==> src/shared/sacs_cfg.svh <==
// Purpose: Offsets, field positions, reset values and timing counts of the converter sequencer.
// Assumes: A 40 MHz system clock and a register bus with 32-bit aligned words.
// Notes:   Definitions only; included by the package alone; the design modules use its macros.
`ifndef SACS_CFG_SVH
`define SACS_CFG_SVH

// Clock rates and the derived converter clock divider (rounded up so the rate never exceeds).
`define SACS_SYS_HZ       40000000
`define SACS_CONV_MAX_HZ  14500000
`define SACS_CONV_DIV     ((`SACS_SYS_HZ + `SACS_CONV_MAX_HZ - 1) / `SACS_CONV_MAX_HZ)
`define SACS_CONV_CLKS    18

// Converter geometry.
`define SACS_RES_W        12
`define SACS_NSRC         9
`define SACS_TEMP_CH      8
`define SACS_MEM_DEPTH    16

// Register byte offsets.
`define SACS_OFF_CTRL     8'h00
`define SACS_OFF_CHEN     8'h04
`define SACS_OFF_STATUS   8'h08
`define SACS_OFF_MASK     8'h0C
`define SACS_OFF_LIMIT    8'h10
`define SACS_OFF_SMP0     8'h18
`define SACS_OFF_SMP1     8'h1C
`define SACS_OFF_RESULT   8'h40

// Control register fields.
`define SACS_CTRL_EN      0
`define SACS_CTRL_FW      1
`define SACS_CTRL_CONT    2
`define SACS_CTRL_START   3
`define SACS_CTRL_REF     4
`define SACS_CTRL_CH      8

// Status register fields and the limit register high field.
`define SACS_EV_CONV      0
`define SACS_EV_SCAN      1
`define SACS_EV_OOR       2
`define SACS_STAT_BUSY    8
`define SACS_STAT_CH      12
`define SACS_LIMIT_HI     16

// Reset values.
`define SACS_CHEN_RST     9'h0FF
`define SACS_SMP_RST      4'h3
`define SACS_LIM_LO_RST   12'h000
`define SACS_LIM_HI_RST   12'hFFF

`endif

==> src/shared/sacs_pkg.sv <==
// Purpose: Types shared by the converter sequencer modules.
// Assumes: The configuration header supplies the channel count and result width used here.
// Notes:   State structs follow the one-struct-per-module house idiom.
package sacs_pkg;
`include "sacs_cfg.svh"

   // Sequencer states.
   typedef enum logic [1:0] {
      SACS_IDLE    = 2'b00,
      SACS_SAMPLE  = 2'b01,
      SACS_CONVERT = 2'b10
   } sacs_state_t;

   // Reference selection codes driven to the analog reference mux.
   typedef enum logic [1:0] {
      SACS_REF_VDD  = 2'b00,
      SACS_REF_HALF = 2'b01,
      SACS_REF_INT  = 2'b10,
      SACS_REF_EXT  = 2'b11
   } sacs_ref_t;

   // Complete state of the top module.
   typedef struct packed {
      logic                                rd_pend;
      logic                                wr_pend;
      logic [7:0]                          addr;
      logic [31:0]                         hrdata;
      logic                                hready;
      logic                                hresp;
      logic                                en;
      logic                                fw_mode;
      logic                                cont;
      sacs_ref_t                           ref_sel;
      logic [3:0]                          fw_chan;
      logic                                start_pend;
      logic [`SACS_NSRC-1:0]               chan_en;
      logic [`SACS_NSRC-1:0][3:0]          smp_time;
      logic [`SACS_RES_W-1:0]              lim_lo;
      logic [`SACS_RES_W-1:0]              lim_hi;
      logic [2:0]                          sticky;
      logic [2:0]                          mask;
      logic                                irq;
      logic                                comp_s1;
      logic                                comp_s2;
      logic                                sleep_s1;
      logic                                sleep_s2;
      sacs_state_t                         st;
      logic [3:0]                          chan;
      logic [3:0]                          smp_cnt;
      logic [4:0]                          cnv_cnt;
      logic [3:0]                          bitpos;
      logic [`SACS_RES_W-1:0]              dac;
      logic                                sample;
   } sacs_top_state_t;

endpackage

==> src/core/sacs_clkdiv.sv <==
// Purpose: Converter clock enable divider.
// Assumes: DIV is two or more.
// Notes:   Produces a one-cycle enable pulse every DIV system clocks.
`timescale 1ns/1ps
module sacs_clkdiv #(
   parameter int DIV = `SACS_CONV_DIV
) (
   // Clock and reset.
   input  wire logic clk,
   input  wire logic rst_n,
   // Enable pulse.
   output logic      tick
);
   import sacs_pkg::*;

   // Counter and registered pulse form the whole state.
   typedef struct packed {
      logic [7:0] cnt;
      logic       tick;
   } sacs_div_state_t;

   sacs_div_state_t s_q;  // Registered state.
   sacs_div_state_t s_d;  // Next state.

   // Count to DIV-1, then pulse once; the rate never exceeds the converter limit.
   always_comb begin
      s_d      = s_q;
      s_d.tick = 1'b0;
      if (s_q.cnt == 8'(DIV - 1)) begin
         s_d.cnt  = 8'h00;
         s_d.tick = 1'b1;
      end else begin
         s_d.cnt = s_q.cnt + 8'h01;
      end
   end

   // State register.
   always_ff @(posedge clk or negedge rst_n) begin
      if (!rst_n) begin
         s_q <= '0;
      end else begin
         s_q <= s_d;
      end
   end

   assign tick = s_q.tick;
endmodule

==> src/core/sacs_result_mem.sv <==
// Purpose: Per-channel result buffer with registered read data.
// Assumes: One write port and one read port, both on the system clock.
// Notes:   Contents are not cleared by reset; a slot holds until rewritten.
`timescale 1ns/1ps
module sacs_result_mem #(
   parameter int W     = `SACS_RES_W,
   parameter int DEPTH = `SACS_MEM_DEPTH
) (
   // Clock.
   input  wire logic                     clk,
   // Write port.
   input  wire logic                     we,
   input  wire logic [$clog2(DEPTH)-1:0] waddr,
   input  wire logic [W-1:0]             wdata,
   // Read port.
   input  wire logic [$clog2(DEPTH)-1:0] raddr,
   output logic      [W-1:0]             rdata
);
   import sacs_pkg::*;

   // Storage and output register together.
   typedef struct packed {
      logic [DEPTH-1:0][W-1:0] mem;
      logic [W-1:0]            rdata;
   } sacs_mem_state_t;

   sacs_mem_state_t s_q;  // Registered state.
   sacs_mem_state_t s_d;  // Next state.

   // Each slot is overwritten only by its own channel's next result.
   always_comb begin
      s_d       = s_q;
      s_d.rdata = s_q.mem[raddr];
      if (we) begin
         s_d.mem[waddr] = wdata;
      end
   end

   // No reset here, so the buffer maps onto plain storage.
   always_ff @(posedge clk) begin
      s_q <= s_d;
   end

   assign rdata = s_q.rdata;
endmodule

==> src/core/sacs_top.sv <==
// Purpose: Channel sequencer and successive-approximation control with an AHB-Lite slave.
// Assumes: Comparator and sleep inputs are asynchronous; the analog core follows dac_code.
// Notes:   Reads take one wait state, writes none; responses are always OKAY.
//
// Design decisions made here: the register addresses and the AHB-Lite interface to the registers.
`timescale 1ns/1ps
module sacs_top (
   // Clock and reset.
   input  wire logic                  clk,
   input  wire logic                  rst_n,
   // AHB-Lite slave.
   input  wire logic                  hsel,
   input  wire logic [7:0]            haddr,
   input  wire logic [1:0]            htrans,
   input  wire logic                  hwrite,
   input  wire logic [2:0]            hsize,
   input  wire logic [31:0]           hwdata,
   input  wire logic                  hready,
   output logic                       hreadyout,
   output logic                       hresp,
   output logic      [31:0]           hrdata,
   // Analog core interface.
   input  wire logic                  comp_in,
   input  wire logic                  low_power_in,
   output logic      [3:0]            mux_sel,
   output sacs_pkg::sacs_ref_t        ref_sel,
   output logic                       sample_hold,
   output logic      [`SACS_RES_W-1:0] dac_code,
   // Interrupt.
   output logic                       irq
);
   import sacs_pkg::*;

   localparam int NSRC = `SACS_NSRC;  // Eight pins plus the temperature sensor.
   localparam int RESW = `SACS_RES_W;  // Result width.

   sacs_top_state_t s_q;               // Registered state.
   sacs_top_state_t s_d;               // Next state.
   logic            tick;              // Converter clock enable.
   logic            mem_we;            // Result buffer write strobe.
   logic [RESW-1:0] mem_rdata;         // Result buffer read data.
   logic [3:0]      mem_raddr;         // Result slot addressed by the bus.

   // Lowest enabled channel at or above a starting index; bit 4 says one was found.
   function automatic logic [4:0] sacs_pick(input logic [NSRC-1:0] msk,
                                            input logic [4:0]      from);
      logic [4:0] r;
      r = 5'h00;
      for (int i = NSRC - 1; i >= 0; i--) begin
         if (msk[i] && (5'(i) >= from)) begin
            r = {1'b1, 4'(i)};
         end
      end
      return r;
   endfunction

   // Converter clock enable, kept under the converter's rate ceiling.
   sacs_clkdiv #(
      .DIV   (`SACS_CONV_DIV)
   ) u_div (
      .clk   (clk),
      .rst_n (rst_n),
      .tick  (tick)
   );

   // One result slot per source.
   sacs_result_mem #(
      .W     (RESW),
      .DEPTH (`SACS_MEM_DEPTH)
   ) u_mem (
      .clk   (clk),
      .we    (mem_we),
      .waddr (s_q.chan),
      .wdata (s_q.dac),
      .raddr (mem_raddr),
      .rdata (mem_rdata)
   );

   // The buffer is read in the address phase so data is ready for the wait state.
   assign mem_raddr = haddr[5:2];

   // Bus slave, register file, sequencer and interrupt logic in one next-state process.
   always_comb begin
      logic       run;        // Converter allowed to work.
      logic       accept;     // Address phase taken this cycle.
      logic [2:0] ev;         // Events raised this cycle.
      logic [2:0] clr;        // Sticky bits cleared by a status read.
      logic [4:0] pk;         // Channel pick result.
      logic       finish;     // Last conversion clock of a result.
      logic [31:0] rd;        // Read mux.
      run    = 1'b0;
      accept = 1'b0;
      ev     = 3'b000;
      clr    = 3'b000;
      pk     = 5'h00;
      finish = 1'b0;
      rd     = 32'h0000_0000;
      mem_we = 1'b0;
      s_d    = s_q;

      // Two-flop synchronisers; only the second stage is used below.
      s_d.comp_s1  = comp_in;
      s_d.comp_s2  = s_q.comp_s1;
      s_d.sleep_s1 = low_power_in;
      s_d.sleep_s2 = s_q.sleep_s1;

      // Data phase of a write: commit to the addressed register.
      if (s_q.wr_pend) begin
         s_d.wr_pend = 1'b0;
         case (s_q.addr)
            `SACS_OFF_CTRL: begin
               s_d.en         = hwdata[`SACS_CTRL_EN];
               s_d.fw_mode    = hwdata[`SACS_CTRL_FW];
               s_d.cont       = hwdata[`SACS_CTRL_CONT];
               s_d.ref_sel    = sacs_ref_t'(hwdata[`SACS_CTRL_REF +: 2]);
               s_d.fw_chan    = hwdata[`SACS_CTRL_CH +: 4];
               if (hwdata[`SACS_CTRL_START]) begin
                  s_d.start_pend = 1'b1;
               end
            end
            `SACS_OFF_CHEN: begin
               s_d.chan_en = hwdata[NSRC-1:0];
            end
            `SACS_OFF_MASK: begin
               s_d.mask = hwdata[2:0];
            end
            `SACS_OFF_LIMIT: begin
               s_d.lim_lo = hwdata[RESW-1:0];
               s_d.lim_hi = hwdata[`SACS_LIMIT_HI +: RESW];
            end
            `SACS_OFF_SMP0: begin
               // Sample times for the eight pin channels, four bits each.
               for (int i = 0; i < 8; i++) begin
                  s_d.smp_time[i] = hwdata[4*i +: 4];
               end
            end
            `SACS_OFF_SMP1: begin
               s_d.smp_time[`SACS_TEMP_CH] = hwdata[3:0];
            end
            default: begin
               // Read-only and unmapped words ignore writes.
            end
         endcase
      end

      // Wait state of a read: the buffer output is valid now, so answer.
      if (s_q.rd_pend) begin
         s_d.rd_pend = 1'b0;
         s_d.hready  = 1'b1;
         if (s_q.addr[7:6] == 2'b01) begin
            rd = {{(32 - RESW){1'b0}}, mem_rdata};
         end else begin
            case (s_q.addr)
               `SACS_OFF_CTRL: begin
                  rd[`SACS_CTRL_EN]      = s_q.en;
                  rd[`SACS_CTRL_FW]      = s_q.fw_mode;
                  rd[`SACS_CTRL_CONT]    = s_q.cont;
                  rd[`SACS_CTRL_START]   = s_q.start_pend;
                  rd[`SACS_CTRL_REF +: 2] = s_q.ref_sel;
                  rd[`SACS_CTRL_CH +: 4]  = s_q.fw_chan;
               end
               `SACS_OFF_CHEN: begin
                  rd[NSRC-1:0] = s_q.chan_en;
               end
               `SACS_OFF_STATUS: begin
                  rd[2:0]                 = s_q.sticky;
                  rd[`SACS_STAT_BUSY]     = (s_q.st != SACS_IDLE);
                  rd[`SACS_STAT_CH +: 4]  = s_q.chan;
                  clr                     = s_q.sticky;  // Read clears what it returned.
               end
               `SACS_OFF_MASK: begin
                  rd[2:0] = s_q.mask;
               end
               `SACS_OFF_LIMIT: begin
                  rd[RESW-1:0]               = s_q.lim_lo;
                  rd[`SACS_LIMIT_HI +: RESW] = s_q.lim_hi;
               end
               `SACS_OFF_SMP0: begin
                  for (int i = 0; i < 8; i++) begin
                     rd[4*i +: 4] = s_q.smp_time[i];
                  end
               end
               `SACS_OFF_SMP1: begin
                  rd[3:0] = s_q.smp_time[`SACS_TEMP_CH];
               end
               default: begin
                  rd = 32'h0000_0000;  // Unmapped words read as zero.
               end
            endcase
         end
         s_d.hrdata = rd;
      end

      // Address phase: only word transfers are taken; others complete with no effect.
      accept = hsel && hready && htrans[1] && (hsize == 3'h2);
      if (accept) begin
         s_d.addr = {haddr[7:2], 2'b00};
         if (hwrite) begin
            s_d.wr_pend = 1'b1;
         end else begin
            s_d.rd_pend = 1'b1;
            s_d.hready  = 1'b0;  // One wait state covers the buffer read latency.
         end
      end

      // The converter only works while enabled and not in a deep low-power mode.
      run = s_q.en && !s_q.sleep_s2;

      // Sequencer state machine, advanced on the converter clock enable.
      case (s_q.st)
         SACS_IDLE: begin
            s_d.sample = 1'b0;
            if (run && s_q.start_pend && tick) begin
               s_d.start_pend = 1'b0;
               if (s_q.fw_mode) begin
                  // Firmware names the channel, including the temperature sensor.
                  if (s_q.fw_chan < 4'(NSRC)) begin
                     s_d.chan    = s_q.fw_chan;
                     s_d.smp_cnt = s_q.smp_time[s_q.fw_chan];
                     s_d.sample  = 1'b1;
                     s_d.st      = SACS_SAMPLE;
                  end
               end else begin
                  // Internal scan begins at the lowest enabled channel.
                  pk = sacs_pick(s_q.chan_en, 5'h00);
                  if (pk[4]) begin
                     s_d.chan    = pk[3:0];
                     s_d.smp_cnt = s_q.smp_time[pk[3:0]];
                     s_d.sample  = 1'b1;
                     s_d.st      = SACS_SAMPLE;
                  end
               end
            end
         end
         SACS_SAMPLE: begin
            // The hold window lasts the channel's programmed count plus one clock.
            if (tick) begin
               if (s_q.smp_cnt == 4'h0) begin
                  s_d.sample  = 1'b0;
                  s_d.st      = SACS_CONVERT;
                  s_d.cnv_cnt = 5'h00;
                  s_d.bitpos  = 4'(RESW - 1);
                  s_d.dac     = {1'b1, {(RESW - 1){1'b0}}};
               end else begin
                  s_d.smp_cnt = s_q.smp_cnt - 4'h1;
               end
            end
         end
         SACS_CONVERT: begin
            if (tick) begin
               // One bit decided per converter clock for the first RESW clocks.
               if (s_q.cnv_cnt < 5'(RESW)) begin
                  if (!s_q.comp_s2) begin
                     s_d.dac[s_q.bitpos] = 1'b0;
                  end
                  if (s_q.bitpos != 4'h0) begin
                     s_d.dac[s_q.bitpos - 4'h1] = 1'b1;
                     s_d.bitpos                 = s_q.bitpos - 4'h1;
                  end
               end
               // Padding clocks bring every conversion to the full count.
               if (s_q.cnv_cnt == 5'(`SACS_CONV_CLKS - 1)) begin
                  finish = 1'b1;
               end else begin
                  s_d.cnv_cnt = s_q.cnv_cnt + 5'h01;
               end
            end
         end
         default: begin
            s_d.st = SACS_IDLE;
         end
      endcase

      // Result handling: store, check, then in a scan move straight on to the next channel; otherwise go idle.
      if (finish) begin
         mem_we            = 1'b1;
         ev[`SACS_EV_CONV] = 1'b1;
         // Checked per result, so a stray value is seen before the scan ends.
         if ((s_q.dac < s_q.lim_lo) || (s_q.dac > s_q.lim_hi)) begin
            ev[`SACS_EV_OOR] = 1'b1;
         end
         s_d.st = SACS_IDLE;
         if (!s_q.fw_mode) begin
            pk = sacs_pick(s_q.chan_en, 5'(s_q.chan) + 5'h01);
            if (!pk[4]) begin
               ev[`SACS_EV_SCAN] = 1'b1;
               if (s_q.cont) begin
                  pk = sacs_pick(s_q.chan_en, 5'h00);
               end
            end
            // Sampling of the next channel starts on the same converter clock that ends this conversion.
            if (pk[4]) begin
               s_d.chan    = pk[3:0];
               s_d.smp_cnt = s_q.smp_time[pk[3:0]];
               s_d.sample  = 1'b1;
               s_d.st      = SACS_SAMPLE;
            end
         end
      end

      // Losing the enable or entering low power abandons any conversion.
      if (!run) begin
         s_d.st     = SACS_IDLE;
         s_d.sample = 1'b0;
      end

      // Sticky events: a set in the same cycle as a read clear wins.
      s_d.sticky = (s_q.sticky & ~clr) | ev;
      s_d.irq    = |(s_d.sticky & s_q.mask);
   end

   // State register with constant reset values.
   always_ff @(posedge clk or negedge rst_n) begin
      if (!rst_n) begin
         s_q          <= '0;
         s_q.hready   <= 1'b1;
         s_q.st       <= SACS_IDLE;
         s_q.ref_sel  <= SACS_REF_VDD;
         s_q.chan_en  <= `SACS_CHEN_RST;
         s_q.smp_time <= {NSRC{`SACS_SMP_RST}};
         s_q.lim_lo   <= `SACS_LIM_LO_RST;
         s_q.lim_hi   <= `SACS_LIM_HI_RST;
      end else begin
         s_q <= s_d;
      end
   end

   // Every output is a field of the state register.
   assign hreadyout   = s_q.hready;
   assign hresp       = s_q.hresp;
   assign hrdata      = s_q.hrdata;
   assign mux_sel     = s_q.chan;
   assign ref_sel     = s_q.ref_sel;
   assign sample_hold = s_q.sample;
   assign dac_code    = s_q.dac;
   assign irq         = s_q.irq;
endmodule

==> config.mk <==
export PLATFORM = sky130hd
export DESIGN_NAME = sacs_top
export DESIGN_NICKNAME = d
export VERILOG_FILES = /design/src/shared/sacs_pkg.sv /design/src/core/sacs_clkdiv.sv /design/src/core/sacs_result_mem.sv /design/src/core/sacs_top.sv
export VERILOG_INCLUDE_DIRS = /design/src /design/src/shared
export SDC_FILE = /design/constraint.sdc
export NUM_CORES = 1
export LEC_CHECK = 0
export CELL_PAD_IN_SITES_DETAIL_PLACEMENT = 1
export CELL_PAD_IN_SITES_GLOBAL_PLACEMENT = 1
export CORE_ASPECT_RATIO = 1.5
export CORE_UTILIZATION = 35
export CTS_BUF_LIST = sky130_fd_sc_hd__clkbuf_2 sky130_fd_sc_hd__clkbuf_4 sky130_fd_sc_hd__clkbuf_8
export CTS_CLUSTER_SIZE = 28
export DETAILED_ROUTE_END_ITERATION = 8
export DONT_BUFFER_PORTS = 1
export PLACE_DENSITY_LB_ADDON = 0.1
export SETUP_SLACK_MARGIN = 0.02
export SLEW_MARGIN = 20
export SYNTH_ARGS = -nofsm -noshare
export SYNTH_HDL_FRONTEND = slang
export SYNTH_SLANG_ARGS = --single-unit
export TNS_END_PERCENT = 50
==> constraint.sdc <==
create_clock -name clk -period 7.68 [get_ports clk]
set_input_delay 1.152 -clock clk [delete_from_list [all_inputs] [get_ports clk]]
set_output_delay 1.152 -clock clk [all_outputs]
set_load 0.01 [all_outputs]
* Word-level counts from Yosys, hierarchy flattened
Cells that the tools add are included.
** Word-level totals
- Bits of input ports :: 52
- Bits in registers :: 376
- Logic and storage cells :: 266
** Operators by class
- Reductions and logical operators :: 37
- Mux-type cells :: 114
- $add $sub $neg :: 5
- Bitwise operators :: 7
- Equality and inequality tests :: 24
- Magnitude comparators :: 23
** Operators by type and width (number)
- $bwmux W192 :: 1
- $mux W5 :: 28
- $mux W12 :: 6
- $mux W70 :: 1
- $mux W32 :: 2
- $mux W10 :: 6
- $bmux W12 S4 :: 1
- $bmux W4 S4 :: 3
- $demux W12 S4 :: 1
- $pmux W21 S2 :: 1
- $lt A4 B5 Y1 const B :: 7
- $mux W16 :: 2
- $mux W4 :: 7
- $mux W1 :: 27
- $mux W9 :: 3
- $mux W26 :: 1
- $mux W24 :: 1
- $pmux W12 S2 :: 1
- $mux W22 :: 1
- $mux W21 :: 1
- $pmux W3 S7 :: 1
- $ge A3 B5 Y1 const A :: 4
- $eq A6 B3 Y1 const B :: 3
- $logic_and A1 B1 Y1 :: 18
- other kinds (53) :: 83

* Logic depth before layout (Yosys ltp)
Gate-level depths: netlist (run 1).
- Depth after elaboration :: 24
- Mapped depth :: 15
- Mapped depth without buffers :: 11

* Hierarchy
Synthesis (run 1) repeated with hierarchy kept, for this count alone.
** Unflattened totals
- Cell total of the unflattened synthesis :: 1369
- Area, all modules :: 17974.7 µm²
** Modules (own cells, without submodules)
- sacs_top :: seq. area each 4127.7 µm², cells an instance 998, area an instance 9893.2 µm², times used 1
- sacs_result_mem :: seq. area each 6005.8 µm², cells an instance 341, area an instance 7689.9 µm², times used 1
- sacs_clkdiv :: seq. area each 225.2 µm², cells an instance 30, area an instance 391.6 µm², times used 1

* Least setup slack after synthesis (run 1)
Ideal clock, no wire load.
- Path type :: reg2reg
- From :: register s_q, in the netlist mux_sel[0]
- To :: register s_q[24] in the netlist's numbering
- Data arrival time :: 3432 ps
- Period minus slack after synthesis :: 3575 ps
- Required time :: 7537 ps
- Setup slack :: 4105 ps
- Stages on the path, launching flop included :: 15
- Path buffers :: 3
- Path through :: dfrtp_1 -> buf_2 -> inv_1 -> ha_1 -> buf_4 -> or3b_2 -> o31ai_1 -> o22ai_1 -> a221oi_1 -> a211o_1 -> buf_2 -> mux4_2 -> or3b_1 -> o21ai_0 -> a211oi_1
** RTL lines
- start: declaration :: RTL line sacs_top.sv:37 : sacs_top_state_t s_q;

==> results of run 1 <==
[metal layers]
metal,up-vias,global-route usage,share of wire
met3,121,0.03387,0.037
met4,2,0.1007,0.048
met1,5749,0.2522,0.39
met5,-,0,0.00024
li1,4831,-,-
met2,255,0.3749,0.52
[power groups by stage]
stage	clock [uW]	sequential [uW]	combinational (uW)
finish	1840	2320	412
detailed placement	0	2360	411
global route	1980	2330	452
global placement	0	2360	406
floorplan	0	2270	411
CTS	1920	2320	414
[kinds of logic (layout without fill, tap and decap cells)]
logic type | Yosys count | in the layout | share of synthesized area
compound gates | 236 | 236 | 0.09050
xor+xnor | 11 | 11 | 0.005855
fa+ha+maj | 33 | 33 | 0.02328
buf+inv | 163 | 181 | 0.04606
flops | 376 | 376 | 0.5840
mux | 200 | 200 | 0.1696
other cells | 1 | 2 | 0.0002114
simple gates | 281 | 281 | 0.08055
[critical path, stage by stage, from the launching register on]
cell and delay [ns]:
sky130_fd_sc_hd__dfrtp_1 0.85, sky130_fd_sc_hd__inv_1 0.16, sky130_fd_sc_hd__ha_1 0.52, sky130_fd_sc_hd__nor4b_2 0.31, sky130_fd_sc_hd__a21oi_1 0.13, sky130_fd_sc_hd__o21ba_4 0.22, sky130_fd_sc_hd__nor4_1 0.49, sky130_fd_sc_hd__a211o_1 0.77
sky130_fd_sc_hd__mux4_2 0.59, sky130_fd_sc_hd__or3b_1 0.37, sky130_fd_sc_hd__o21ai_0 0.16, sky130_fd_sc_hd__a211oi_1 0.13
[worst max path at each step]
stage | startpoint | endpoint | slack (ns) | depth (start not counted)
final | mux_sel[0] | s_q[24] | 2.80 | 11
after global placement | mux_sel[0] | s_q[24] | 2.83 | 11
after detailed placement | mux_sel[0] | s_q[24] | 2.81 | 11
after floorplan | mux_sel[0] | s_q[24] | 4.10 | 14
after CTS | mux_sel[0] | s_q[24] | 2.76 | 11
after global routing | mux_sel[0] | s_q[24] | 2.49 | 11
[cell usage after synthesis (4+ instances only)]
cell type,n,area (um^2)
sky130_fd_sc_hd__a211o_1,4,35.03
sky130_fd_sc_hd__a211oi_1,4,30.03
sky130_fd_sc_hd__a21o_1,9,67.56
sky130_fd_sc_hd__a21oi_1,45,225.2
sky130_fd_sc_hd__a221oi_1,6,52.55
sky130_fd_sc_hd__a22oi_1,42,315.3
sky130_fd_sc_hd__a311oi_1,6,52.55
sky130_fd_sc_hd__a31oi_1,18,112.6
sky130_fd_sc_hd__and2_1,18,112.6
sky130_fd_sc_hd__and3_1,5,31.28
sky130_fd_sc_hd__buf_1,12,45.04
sky130_fd_sc_hd__buf_4,54,405.4
sky130_fd_sc_hd__clkbuf_1,47,176.4
sky130_fd_sc_hd__dfrtp_1,133,3328
sky130_fd_sc_hd__dfstp_2,39,1025
sky130_fd_sc_hd__dfxtp_1,12,240.2
sky130_fd_sc_hd__edfxtp_1,192,5766
sky130_fd_sc_hd__ha_1,33,412.9
sky130_fd_sc_hd__inv_1,47,176.4
sky130_fd_sc_hd__mux2_2,90,1013
sky130_fd_sc_hd__mux2i_1,38,380.4
sky130_fd_sc_hd__mux4_2,71,1599
sky130_fd_sc_hd__nand2_1,60,225.2
sky130_fd_sc_hd__nand2b_1,16,100.1
sky130_fd_sc_hd__nand3_1,24,120.1
sky130_fd_sc_hd__nand4_1,5,31.28
sky130_fd_sc_hd__nor2_1,79,296.5
sky130_fd_sc_hd__nor2b_1,13,81.33
sky130_fd_sc_hd__nor3_1,20,100.1
sky130_fd_sc_hd__nor3b_1,7,52.55
sky130_fd_sc_hd__nor4_1,6,37.54
sky130_fd_sc_hd__o211ai_1,5,37.54
sky130_fd_sc_hd__o21a_1,6,45.04
sky130_fd_sc_hd__o21ai_0,46,230.2
sky130_fd_sc_hd__o221ai_1,6,52.55
sky130_fd_sc_hd__o22ai_1,4,25.02
sky130_fd_sc_hd__or2_2,5,31.28
sky130_fd_sc_hd__or4_1,4,30.03
sky130_fd_sc_hd__xnor2_1,6,52.55
sky130_fd_sc_hd__xor2_1,4,35.03
[registers in the layout, indices dropped and copies added, names as in the netlist, 2 cells and up]
signal,count
u_mem.s_q,192
s_q,108
hrdata,32
dac_code,12
u_mem.rdata,12
u_div.s_q,8
mux_sel,4
ref_sel,2
s_d,2
[final cells by class]
type	count	area share
sequential	376	0.5342
multi-input combinational	762	0.3390
clock buffer	95	0.05934
tap	663	0.04277
inverter	48	0.009289
clock inverter	19	0.007998
timing repair buffer	19	0.007353
antenna	1	0.0001290
[metrics by stage]
| step | util | power, uW | instances |
|---|---|---|---|
| after detailed placement | 0.3631 | 2770 | 1868 |
| after global routing | 0.3895 | 4760 | 1983 |
| final | 0.3895 | 4570 | 1983 |
| after floorplan | - | 2679 | 1301 |
| after global placement | 0.3631 | 2763 | 1868 |
| after CTS | 0.3893 | 4650 | 1982 |
==> results, run 1 <==
- Of the total power, the clock network draws 0.403.
- In this run the critical register-to-register path is launched from mux_sel[0].
- The static leakage is 0.007370 uW.
- The final cycle utilization of the critical path is 0.6348.
- Dividing the detail-routed wire length by the instance count gives between 20 and 30 um.
- After routing, the total negative slack on setup checks comes to 0 ns.
- The number of DRC markers in iteration 0 is 648.
- The number of buffers added on ports is 0.
- Of the total power, the share spent switching nets is 0.2618.
- The internal power component is 3374 uW.
- The area overhead of the layout relative to synthesis is 9.353%.
- The number of rows in the core area is 100.
- The HPWL after detailed placement is 35.89 mm.
- The number of fillers in the final layout is approximately 5200.
- The H-tree was split into 2 levels.
- Each instance of the synthesized netlist takes up on average between 10 and 15 um^2.
- The sequential fraction of design power is 0.507.
- The register clock-pin slew on the reported worst setup and hold paths is 0.07 ns.
- The number of global-route vias before repair is 11728.
- The per-cell via count in the routed design is around 5.5.
- TritonCTS built the clock tree.
- The finished layout cell area is 19400 um^2.
- The standard cell core area is 49800 um^2.
- The via count is 10958.
- Once routing completed, OpenROAD measured the worst setup slack at approximately 2.8 ns.
- For this design the top-level I/O count stands at 106.
- Synthesis produced a netlist with a net count of 1386.
- At the end of routability-driven placement, the weighted congestion stood at 0.8722.
- The slew at the pin closest to its max-slew limit is 1.091 ns.
- The number of remaining DRC errors is 0.
- The slack of the worst reg-to-reg path is ~2.8 ns.
- The gate count after technology mapping is 1301.
- The width of the die is 185.8 um.
- The sequential element share of the synthesized area is 0.5840.
- The flow ran to the end, and the final reports show no timing, DRC or antenna violations.
- The count of flip-flops with a built-in enable after synthesis is 192.
- The part of the total power dissipated in combinational logic is 0.090.
- In the layout the commonest cells are sky130_fd_sc_hd__edfxtp_1 (192), sky130_fd_sc_hd__dfrtp_1 (131), sky130_fd_sc_hd__mux2_2 (90), sky130_fd_sc_hd__nor2_1 (78), sky130_fd_sc_hd__mux4_2 (71).
- After the last flow step, the layout net total stands at between 1000 and 1500.
- The library cell used most frequently in the layout, excluding fill and tap cells, is sky130_fd_sc_hd__edfxtp_1.
- The total count of max-transition violations in the final report is 0.
- In this run the clock root is driven by a sky130_fd_sc_hd__clkbuf_8.
- The total track usage is 0.2139.
- The critical path in this run is classified as reg -> reg.
- The combined area of the multi-input logic cells is 6575 um^2.
- The number of antenna violations at the first check in global routing is 3.
- Setup repair after global routing left no endpoint under its margin.
- VDD sags by at most 147.7 uV.
- The number of setup violations in the final report is 0.
- For this configuration, the core starts out at a cell density of 0.3562.
- Once detail routing completed, the nets flagged for antenna violations numbered 0.
- The maximum buffer depth of the clock tree is 3.
- The fmax is 205.1 MHz.
- The number of hold violations in the final report is 0.
- The number of clock sinks is 376.
- The class of the tightest hold or removal check is in -> async.
- The area taken by flip-flops and latches is a little over 10000 um^2.
- The first global-routing pass estimated between 70 and 80 mm of wire.
- During synthesis, Yosys emitted a total of 0 warnings.
- STA classifies the critical path startpoint as a flop.
- Across all hold checks on the routed design, the worst slack comes to 0.1603 ns.
- The later pin in the worst-skew pair is clocked with a latency of 0.69 ns.
- For the worst setup path, the data required time is 8.19 ns.
- The die covers just over 50000 um^2.
- The most used flip-flop cell after synthesis is sky130_fd_sc_hd__edfxtp_1.
- The netlist area before placement is 17740 um^2.
- Entering global routing, the biggest net connects between 150 and 200 pins.
- Global routing finished with a remaining overflow of 0.
- The kind of end point of the critical path is a flop.
- The post-synthesis sequential element count is 376.
- The signal arrival time at the worst endpoint is approximately 5.4 ns.
- Of all nets on the critical path, the largest fanout is 19.
- Buffers inserted during clock tree synthesis total 60.
- After detailed placement, the total cell area comes to 18080 um^2.
- The chip height is 277.7 um.
- The count of maximum capacitance violations is 0.
- The number of unique standard cell types used by synthesis is 80.
- The clock skew is around 0.048 ns.
- The post-cts repair resize count is 0.
- The number of cell instances on the worst register-to-register path is 11.
- The worst setup slack after placement is 2.807 ns.
- In the final layout, the share of cells above drive strength 1 is 0.2654.
- Buffers added to address setup during post-CTS repair amount to 0.
- The endpoint identified for the worst register-to-register timing path is s_q[24].
- The routed design could run at a clock period as short as 4.875 ns.
- Power spread over the standard cell area amounts to 235.6 nW/um^2.
- The number of iterations in the first detailed-routing pass is 4.
- In this run the tightest slew margin relative to its limit is 0.2700.
- Wires add up to 53.53 mm.
- For this design, the CTS-stage hold fixing added 0 buffers.
- After synthesis, the share of flip-flops with an asynchronous set or reset is 0.4574.
- The switching power summed over all nets is 1197 uW.
No activity file was read; power rests on OpenSTA's default activity.
==> inputs of run 2 (changes only) <==
==> constraint.sdc (replaced) <==
create_clock -name clk -period 5 [get_ports clk]
set_input_delay 0.75 -clock clk [delete_from_list [all_inputs] [get_ports clk]]
set_output_delay 0.75 -clock clk [all_outputs]
set_load 0.01 [all_outputs]
==> results, run 2 (synthesis results as in run 1) <==
- The source-to-sink clock delay at the later pin of the worst-skew pair is 0.68 ns.
- The number of iterations in the first detailed-routing pass is 6.
- The final layout contains between 1000 and 1500 nets.
- The placed wire-length estimate is 36.51 mm.
- In the routed layout, each cell is associated on average with a via count of 5.494.
- The worst register-to-register path begins at mux_sel[1].
- Data on the critical path arrives at its endpoint at 4.43 ns.
- The path class of the tightest hold or removal check is in -> async.
- In this run, the number of DRC markers left after iteration 0 of detailed routing was 560.
- The slowest cell on the critical path is sky130_fd_sc_hd__dfrtp_1.
- For the pin with the worst max-slew slack, the measured transition is about 1.1 ns.
- The kind of critical path is reg -> reg.
- The total clock buffers created by CTS is 61.
- The delay contributed by the slowest stage of the critical path is between 0.6 and 0.7 ns.
- In the routed design, unresolved DRC markers number 0.
- The flow ran to the end, and the final reports show no timing, DRC or antenna violations.
- The required time of the critical path is around 5.5 ns.
- The number of H-tree levels is 2.
- The cell total after placement is 1875.
- The standard cell core area is 49800 um^2.
- In this run the critical register-to-register path is captured at s_q[24].
- The tightest slew margin relative to the limit is 0.2771.
- After clock tree synthesis, the clock-pin slew on the worst setup and hold paths is ~0.070 ns.
- For this run, the top clock speed supported by timing is 257.5 MHz.
- The total overflow left after global routing is 0.
- In the final timing run, aggregate negative setup slack is 0 ns.
- The remaining antenna violation count after routing is 0.
- The number of hold violations in the final report is 0.
- Dividing total power by cell area gives a power density of 368.3 nW/um^2.
- After the flow finishes, the layout carries non-filler instances totaling around 2000.
- For this block, the routed nets add up to 54.18 mm of wire.
- In the final routed layout, each cell accounts on average for 27.20 um.
- The signal on the critical path passes through inv_1 -> ha_1 -> nor4b_2 -> a21oi_1 -> o21ba_4 -> nor4_1 -> a211o_1 -> mux4_2 -> or3b_1 -> o21ai_0 -> a211oi_1.
- The leading cell type in the layout, fill and taps excluded is sky130_fd_sc_hd__edfxtp_1.
- The final estimated routing congestion in global placement is 0.8434.
- The routed layout has 10945 vias.
- The buffer cell driving the clock tree root is sky130_fd_sc_hd__clkbuf_8.
- The area overhead of the layout relative to synthesis is 10.20%.
- The peak supply drop is 245.2 uV.
- The number of clock sinks is 376.
- The slack of the worst reg-to-reg path is 1.12 ns.
- Setup repair after global routing left no endpoint under its margin.
- Clock skew on the completed layout was measured at 0.04162 ns.
- The worst path in the final design needs a cycle of 3.884 ns, including I/O delays and setup.
- The total count of max-transition violations in the final report is 0.
- The floorplan step defined a die boundary enclosing a little over 50000 um^2.
- The starting density of the core is 0.3562.
- Row generation in the floorplan step produced 100 rows.
- Entering global routing, the biggest net connects 173 pins.
- The final cycle utilization of the critical path is 0.7768.
- The worst setup path is launched from a flop.
- The analysis attributes to cell leakage a power of about 0.0074 uW.
- Measured along the y axis, the die boundary spans roughly 280 um.
- The library cells used most frequently in the layout, excluding fill and tap cells, are sky130_fd_sc_hd__edfxtp_1 (192), sky130_fd_sc_hd__dfrtp_1 (132), sky130_fd_sc_hd__mux2_2 (90), sky130_fd_sc_hd__nor2_1 (78), sky130_fd_sc_hd__clkbuf_8 (76).
- The maximum buffer depth of the clock tree is 3.
- The flip-flop count of the largest register, all copies and words added is 192.
- The register ranked first by flip-flop count is u_mem.s_q.
- The global-route wire length before repair is 80.08 mm.
- The number of global-route vias before repair is 11815.
- The total track usage is 0.2157.
- The kind of end point of the critical path is a flop.
- The number of cell instances on the worst register-to-register path is 11.
- The number of setup violations in the final report is 0.
- Of the cells placed in the final design, the portion with a size suffix greater than 1 is 0.2718.
- The TritonCTS clock tree is yes.
- The number of antenna violations at the first check in global routing came to 3.
- The maximum fanout encountered on the critical timing path is 11.
- Counting the fill cells in the layout gives 5225.
- Buffers placed on the I/O ports in this run total 0.
- The width of the die is 185.8 um.
- Across the run, the number of max-cap violations was 0.
- The I/O pin count is 106.
-- run 2: cell count changes in the layout (fill, tap and decap cells not counted), sizes merged --
cell,before,now
bufinv,1,2
clkinv,15,12
clkbuf,95,98
buf,19,27
-- run 2: metrics by stage --
step / total power [uW] / setup slack (ns) / hold WS, ns / area (um^2) / util
CTS: 7323 / 1.154 / 0.06116 / 19550 / 0.3925
finish: 7199 / 1.116 / 0.06016 / 19550 / 0.3925
floorplan: 4115 / 1.425 / 0.3312 / 17740 / -
global placement: 4261 / 1.224 / 0.3468 / 18130 / 0.3642
global route: 7491 / 0.8506 / 0.06879 / 19550 / 0.3925
detailed placement: 4269 / 1.184 / 0.3449 / 18130 / 0.3642
-- run 2: final cells by class --
cell class / count / area, um^2 / area share
diodes: 1 / 2.502 / 0.0001280
repair buffers: 27 / 222.7 / 0.01139
clock buffers: 98 / 1211 / 0.06196
clock inverters: 17 / 171.4 / 0.008769
flip-flops and latches: 376 / 10360 / 0.5300
inverters: 48 / 180.2 / 0.009217
well taps: 663 / 829.5 / 0.04244
multi-input cells: 762 / 6570 / 0.3361
-- run 2: worst max-delay path: cells and delay by family, from the launching register on --
kind,cells,cell delay (ns)
compound gates,5,0.78
fa+ha+maj,1,0.50
flops,1,0.68
simple gates,3,1.14
mux,1,0.50
buf+inv,1,0.13
-- run 2: worst max path at each step --
stage               depth (start not counted)  startpoint       to  slack [ns]
finish                                     11  mux_sel[1]  s_q[24]        1.12
global route                               11  mux_sel[1]  s_q[24]        0.85
CTS                                        11  mux_sel[1]  s_q[23]        1.15
detailed placement                         11  mux_sel[1]  s_q[23]        1.18
global placement                           11  mux_sel[1]  s_q[24]        1.22
floorplan                                  14  mux_sel[0]  s_q[24]        1.42
-- run 2: layer usage --
layer	share of wire	GRT usage	up-vias
li1	-	-	4849
met1	0.40	0.2568	5756
met2	0.52	0.3751	234
met3	0.036	0.03518	106
met4	0.047	0.1007	0
met5	0	0	-
-- run 2: report_power, final --
group	switching [uW]	total [uW]	internal, uW	leakage (uW)
logic	362	665	304	0.00265
registers	210	3570	3360	0.00399
clock network	1310	2970	1660	0.000736
-- run 2: repair_timing --
action	CTS	global route
resized for setup	0	0
hold buffers	1	0
setup buffers	0	0
hold endpoints to repair	172	0
==> inputs of run 3 (changes only) <==
==> constraint.sdc (replaced) <==
create_clock -name clk -period 3.6 [get_ports clk]
set_input_delay 0.54 -clock clk [delete_from_list [all_inputs] [get_ports clk]]
set_output_delay 0.54 -clock clk [all_outputs]
set_load 0.01 [all_outputs]
==> results, run 3 (synthesis results as in run 1) <==
- The run finished, with violations left.
- The final reports fail on negative hold slack.
- The register clock-pin slew on the reported worst setup and hold paths is 0.08 ns.
- Buffers inserted during clock tree synthesis total 61.
- After legalization and detailed placement, the total HPWL measured 37.66 mm.
- The analysis attributes to net switching a power of 2598 uW.
- The I/O pin count is 106.
- Once detail routing completed, the nets flagged for antenna violations numbered 0.
- IR analysis of the VDD net gives a maximum drop of roughly 290 uV.
- Internal power comes to 7391 uW.
- STA classifies the critical path endpoint as a flop.
- For the worst-skew pair, the clock arrives at the later sink with an insertion delay of 0.70 ns.
- Before antenna repair, the detailed router went through 5 iterations.
- The minimum period implied by the final worst setup slack is roughly 3.5 ns.
- CTS placed an instance of sky130_fd_sc_hd__clkbuf_8 at the clock tree root.
- In the final design database the tool counted 1439 nets.
- The power density relative to cell area is 494.8 nW/um^2.
- The final instance count without filler cells is 2070.
- Max-cap violations in this run came to 0.
- The total count of max-transition violations in the final report is 0.
- The required time of the critical path is ~4.2 ns.
- The slack of the worst reg-to-reg path is 0.13 ns.
- The average routed wire per standard cell is 26.62 um.
- For this configuration, the core starts out at a cell density of 0.3562.
- The worst setup path is launched from a flop.
- The slack of the critical path is 0.1268 ns.
- The clock power share is 0.407.
- The per-cell via count in the routed design is 5.443.
- Adding up every negative setup slack in the final design gives 0 ns.
- In this run the critical register-to-register path is captured at s_q[24].
- The number of DRC markers in iteration 0 is 579.
- The static leakage is 0.007800 uW.
- The class of the tightest hold or removal check is in -> async.
- Once layout is done, the placed cells without fillers occupy 20190 um^2.
- The number of H-tree levels is 2.
- The chip height is 277.7 um.
- The register ranked first by flip-flop count is u_mem.s_q.
- Of the total power, registers draw 0.493.
- The number of rows in the core area is 100.
- The congestion estimate from routability-driven global placement came to 0.8881.
- The number of hold violations in the final report is between 150 and 200.
- On the final layout, the worst hold slack is -0.4651 ns.
- The number of antenna violations at the first check in global routing is 4.
- The number of global-route vias before repair is 12136.
- Counting tap cells, the placed design contains a total of about 1900 instances.
- The worst setup slack after placement is 0.1275 ns.
- The region available for standard cell placement spans 49800 um^2.
- The total track usage is 0.2189.
- The library cell used most frequently in the layout, excluding fill and tap cells, is sky130_fd_sc_hd__edfxtp_1.
- Headroom to the max-slew limit came out at 0.3685.
- Setup repair after global routing left no endpoint under its margin.
- The total overflow left after global routing is 0.
- The final cycle utilization of the critical path is 0.9648.
- The TritonCTS clock tree is yes.
- The first global-routing pass estimated 81.19 mm of wire.
- CTS saw about 380 sinks.
- Leaving out fill and tap cells, the most frequent cells in the layout are sky130_fd_sc_hd__edfxtp_1 (192), sky130_fd_sc_hd__dfrtp_1 (131), sky130_fd_sc_hd__mux2_2 (90), sky130_fd_sc_hd__nor2_1 (78), sky130_fd_sc_hd__mux4_2 (71).
- After detailed routing, the number of remaining DRC violations is 0.
- Entering global routing, the biggest net connects 173 pins.
- The final wirelength is 55.11 mm.
- The routed layout has between 10000 and 15000 vias.
- Along the worst path, the maximum fanout reaches 7.
- The hold-fix buffer count after cts is 41.
- The clock skew is 0.06171 ns.
- The share of final-layout standard cells stronger than drive strength 1 is 0.2845.
- The area overhead of the layout relative to synthesis is 13.80%.
- The die covers 51600 um^2.
- The number of cell instances on the worst register-to-register path is 11.
- The fmax is 287.9 MHz.
- The part of the total power dissipated in combinational logic is 0.100.
- Setup violations remaining at the end of the flow were counted as 0.
- In this run the tool buffered the top-level ports with 0 buffer cells.
- The total placed instance area is 18420 um^2.
- The register with the most flip-flops in the layout has 192 of them.
- Of the total power, the share spent switching nets is 0.2601.
- The slew at the pin closest to its max-slew limit is 0.9454 ns.
- The setup path with the least slack is of type reg -> reg.
- The width of the die is 185.8 um.
- The startpoint identified for the worst register-to-register timing path is mux_sel[0].
- The maximum buffer depth of the clock tree is 3.
- Data on the critical path arrives at its endpoint at 4.02 ns.
-- run 3: changes by cell type in the layout (fill, tap and decap cells not counted) --
| cell | change |
|---|---|
| sky130_fd_sc_hd__clkinv_1 | -1 |
| sky130_fd_sc_hd__dfrtp_1 | -1 |
| sky130_fd_sc_hd__clkinv_2 | -4 |
| sky130_fd_sc_hd__dfrtp_2 | +1 |
| sky130_fd_sc_hd__buf_4 | +38 |
| sky130_fd_sc_hd__dlygate4sd3_1 | +41 |
| sky130_fd_sc_hd__clkbuf_8 | -7 |
| sky130_fd_sc_hd__clkinv_8 | -1 |
| sky130_fd_sc_hd__buf_16 | -1 |
| sky130_fd_sc_hd__clkinvlp_4 | +2 |
| sky130_fd_sc_hd__inv_12 | +1 |
| sky130_fd_sc_hd__clkbuf_4 | +10 |
-- run 3: how the worst max path moves through the flow --
stage	startpoint	to	slack (ns)	cells after the start
final	mux_sel[0]	s_q[24]	0.13	11
after global routing	mux_sel[0]	s_q[24]	0.03	11
after CTS	mux_sel[0]	s_q[24]	0.09	11
after detailed placement	mux_sel[0]	s_q[24]	0.13	11
after global placement	mux_sel[0]	s_q[24]	0.18	11
after floorplan	mux_sel[0]	s_q[24]	0.02	14
-- run 3: per-stage QoR --
step | power (uW) | utilization
floorplan | 5717 | -
CTS | 10160 | 0.4053
detailed placement | 5960 | 0.3699
finish | 9989 | 0.4054
global placement | 5948 | 0.3699
global route | 10410 | 0.4054
-- run 3: area by class of cell --
class | count | area [um^2]
Timing Repair Buffer | 105 | 890.9
Inverter | 48 | 180.2
Antenna cell | 1 | 2.502
Clock buffer | 101 | 1190
Clock inverter | 14 | 162.7
Fill cell | 5249 | 29610
Multi-Input combinational cell | 762 | 6570
Sequential cell | 376 | 10360
Tap cell | 663 | 829.5
-- run 3: power groups by stage --
stage,logic [uW],registers [uW],clock network (uW)
after floorplan,879,4840,0
final,995,4930,4070
after CTS,1000,4930,4220
after global placement,936,5010,0
after global routing,1080,4950,4380
after detailed placement,947,5010,0
-- run 3: metal layers --
metal	global-route usage	wire length, um	vias to the layer above	share of wire
li1	-	-	5016	-
met1	0.2523	21720	5927	0.39
met2	0.4021	29590	232	0.54
met3	0.03085	1768	90	0.032
met4	0.08344	2019	2	0.037
met5	0	10	-	0.00018
-- run 3: worst max-delay path: stages (launching register included) --
cell,delay [ns]
sky130_fd_sc_hd__dfrtp_2,0.43
sky130_fd_sc_hd__inv_1,0.08
sky130_fd_sc_hd__ha_1,0.35
sky130_fd_sc_hd__or3b_2,0.49
sky130_fd_sc_hd__o31ai_1,0.24
sky130_fd_sc_hd__o22ai_1,0.13
sky130_fd_sc_hd__a221oi_1,0.30
sky130_fd_sc_hd__a211o_1,0.21
sky130_fd_sc_hd__mux4_2,0.51
sky130_fd_sc_hd__or3b_1,0.37
sky130_fd_sc_hd__o21ai_0,0.09
sky130_fd_sc_hd__a211oi_1,0.10
-- run 3: what timing repair did --
| action | CTS | global route |
|---|---|---|
| setup endpoints to repair | 0 | 2 |
| hold endpoints to repair | 268 | 172 |
| setup buffers | 0 | 0 |
| gates resized for setup | 0 | 1 |
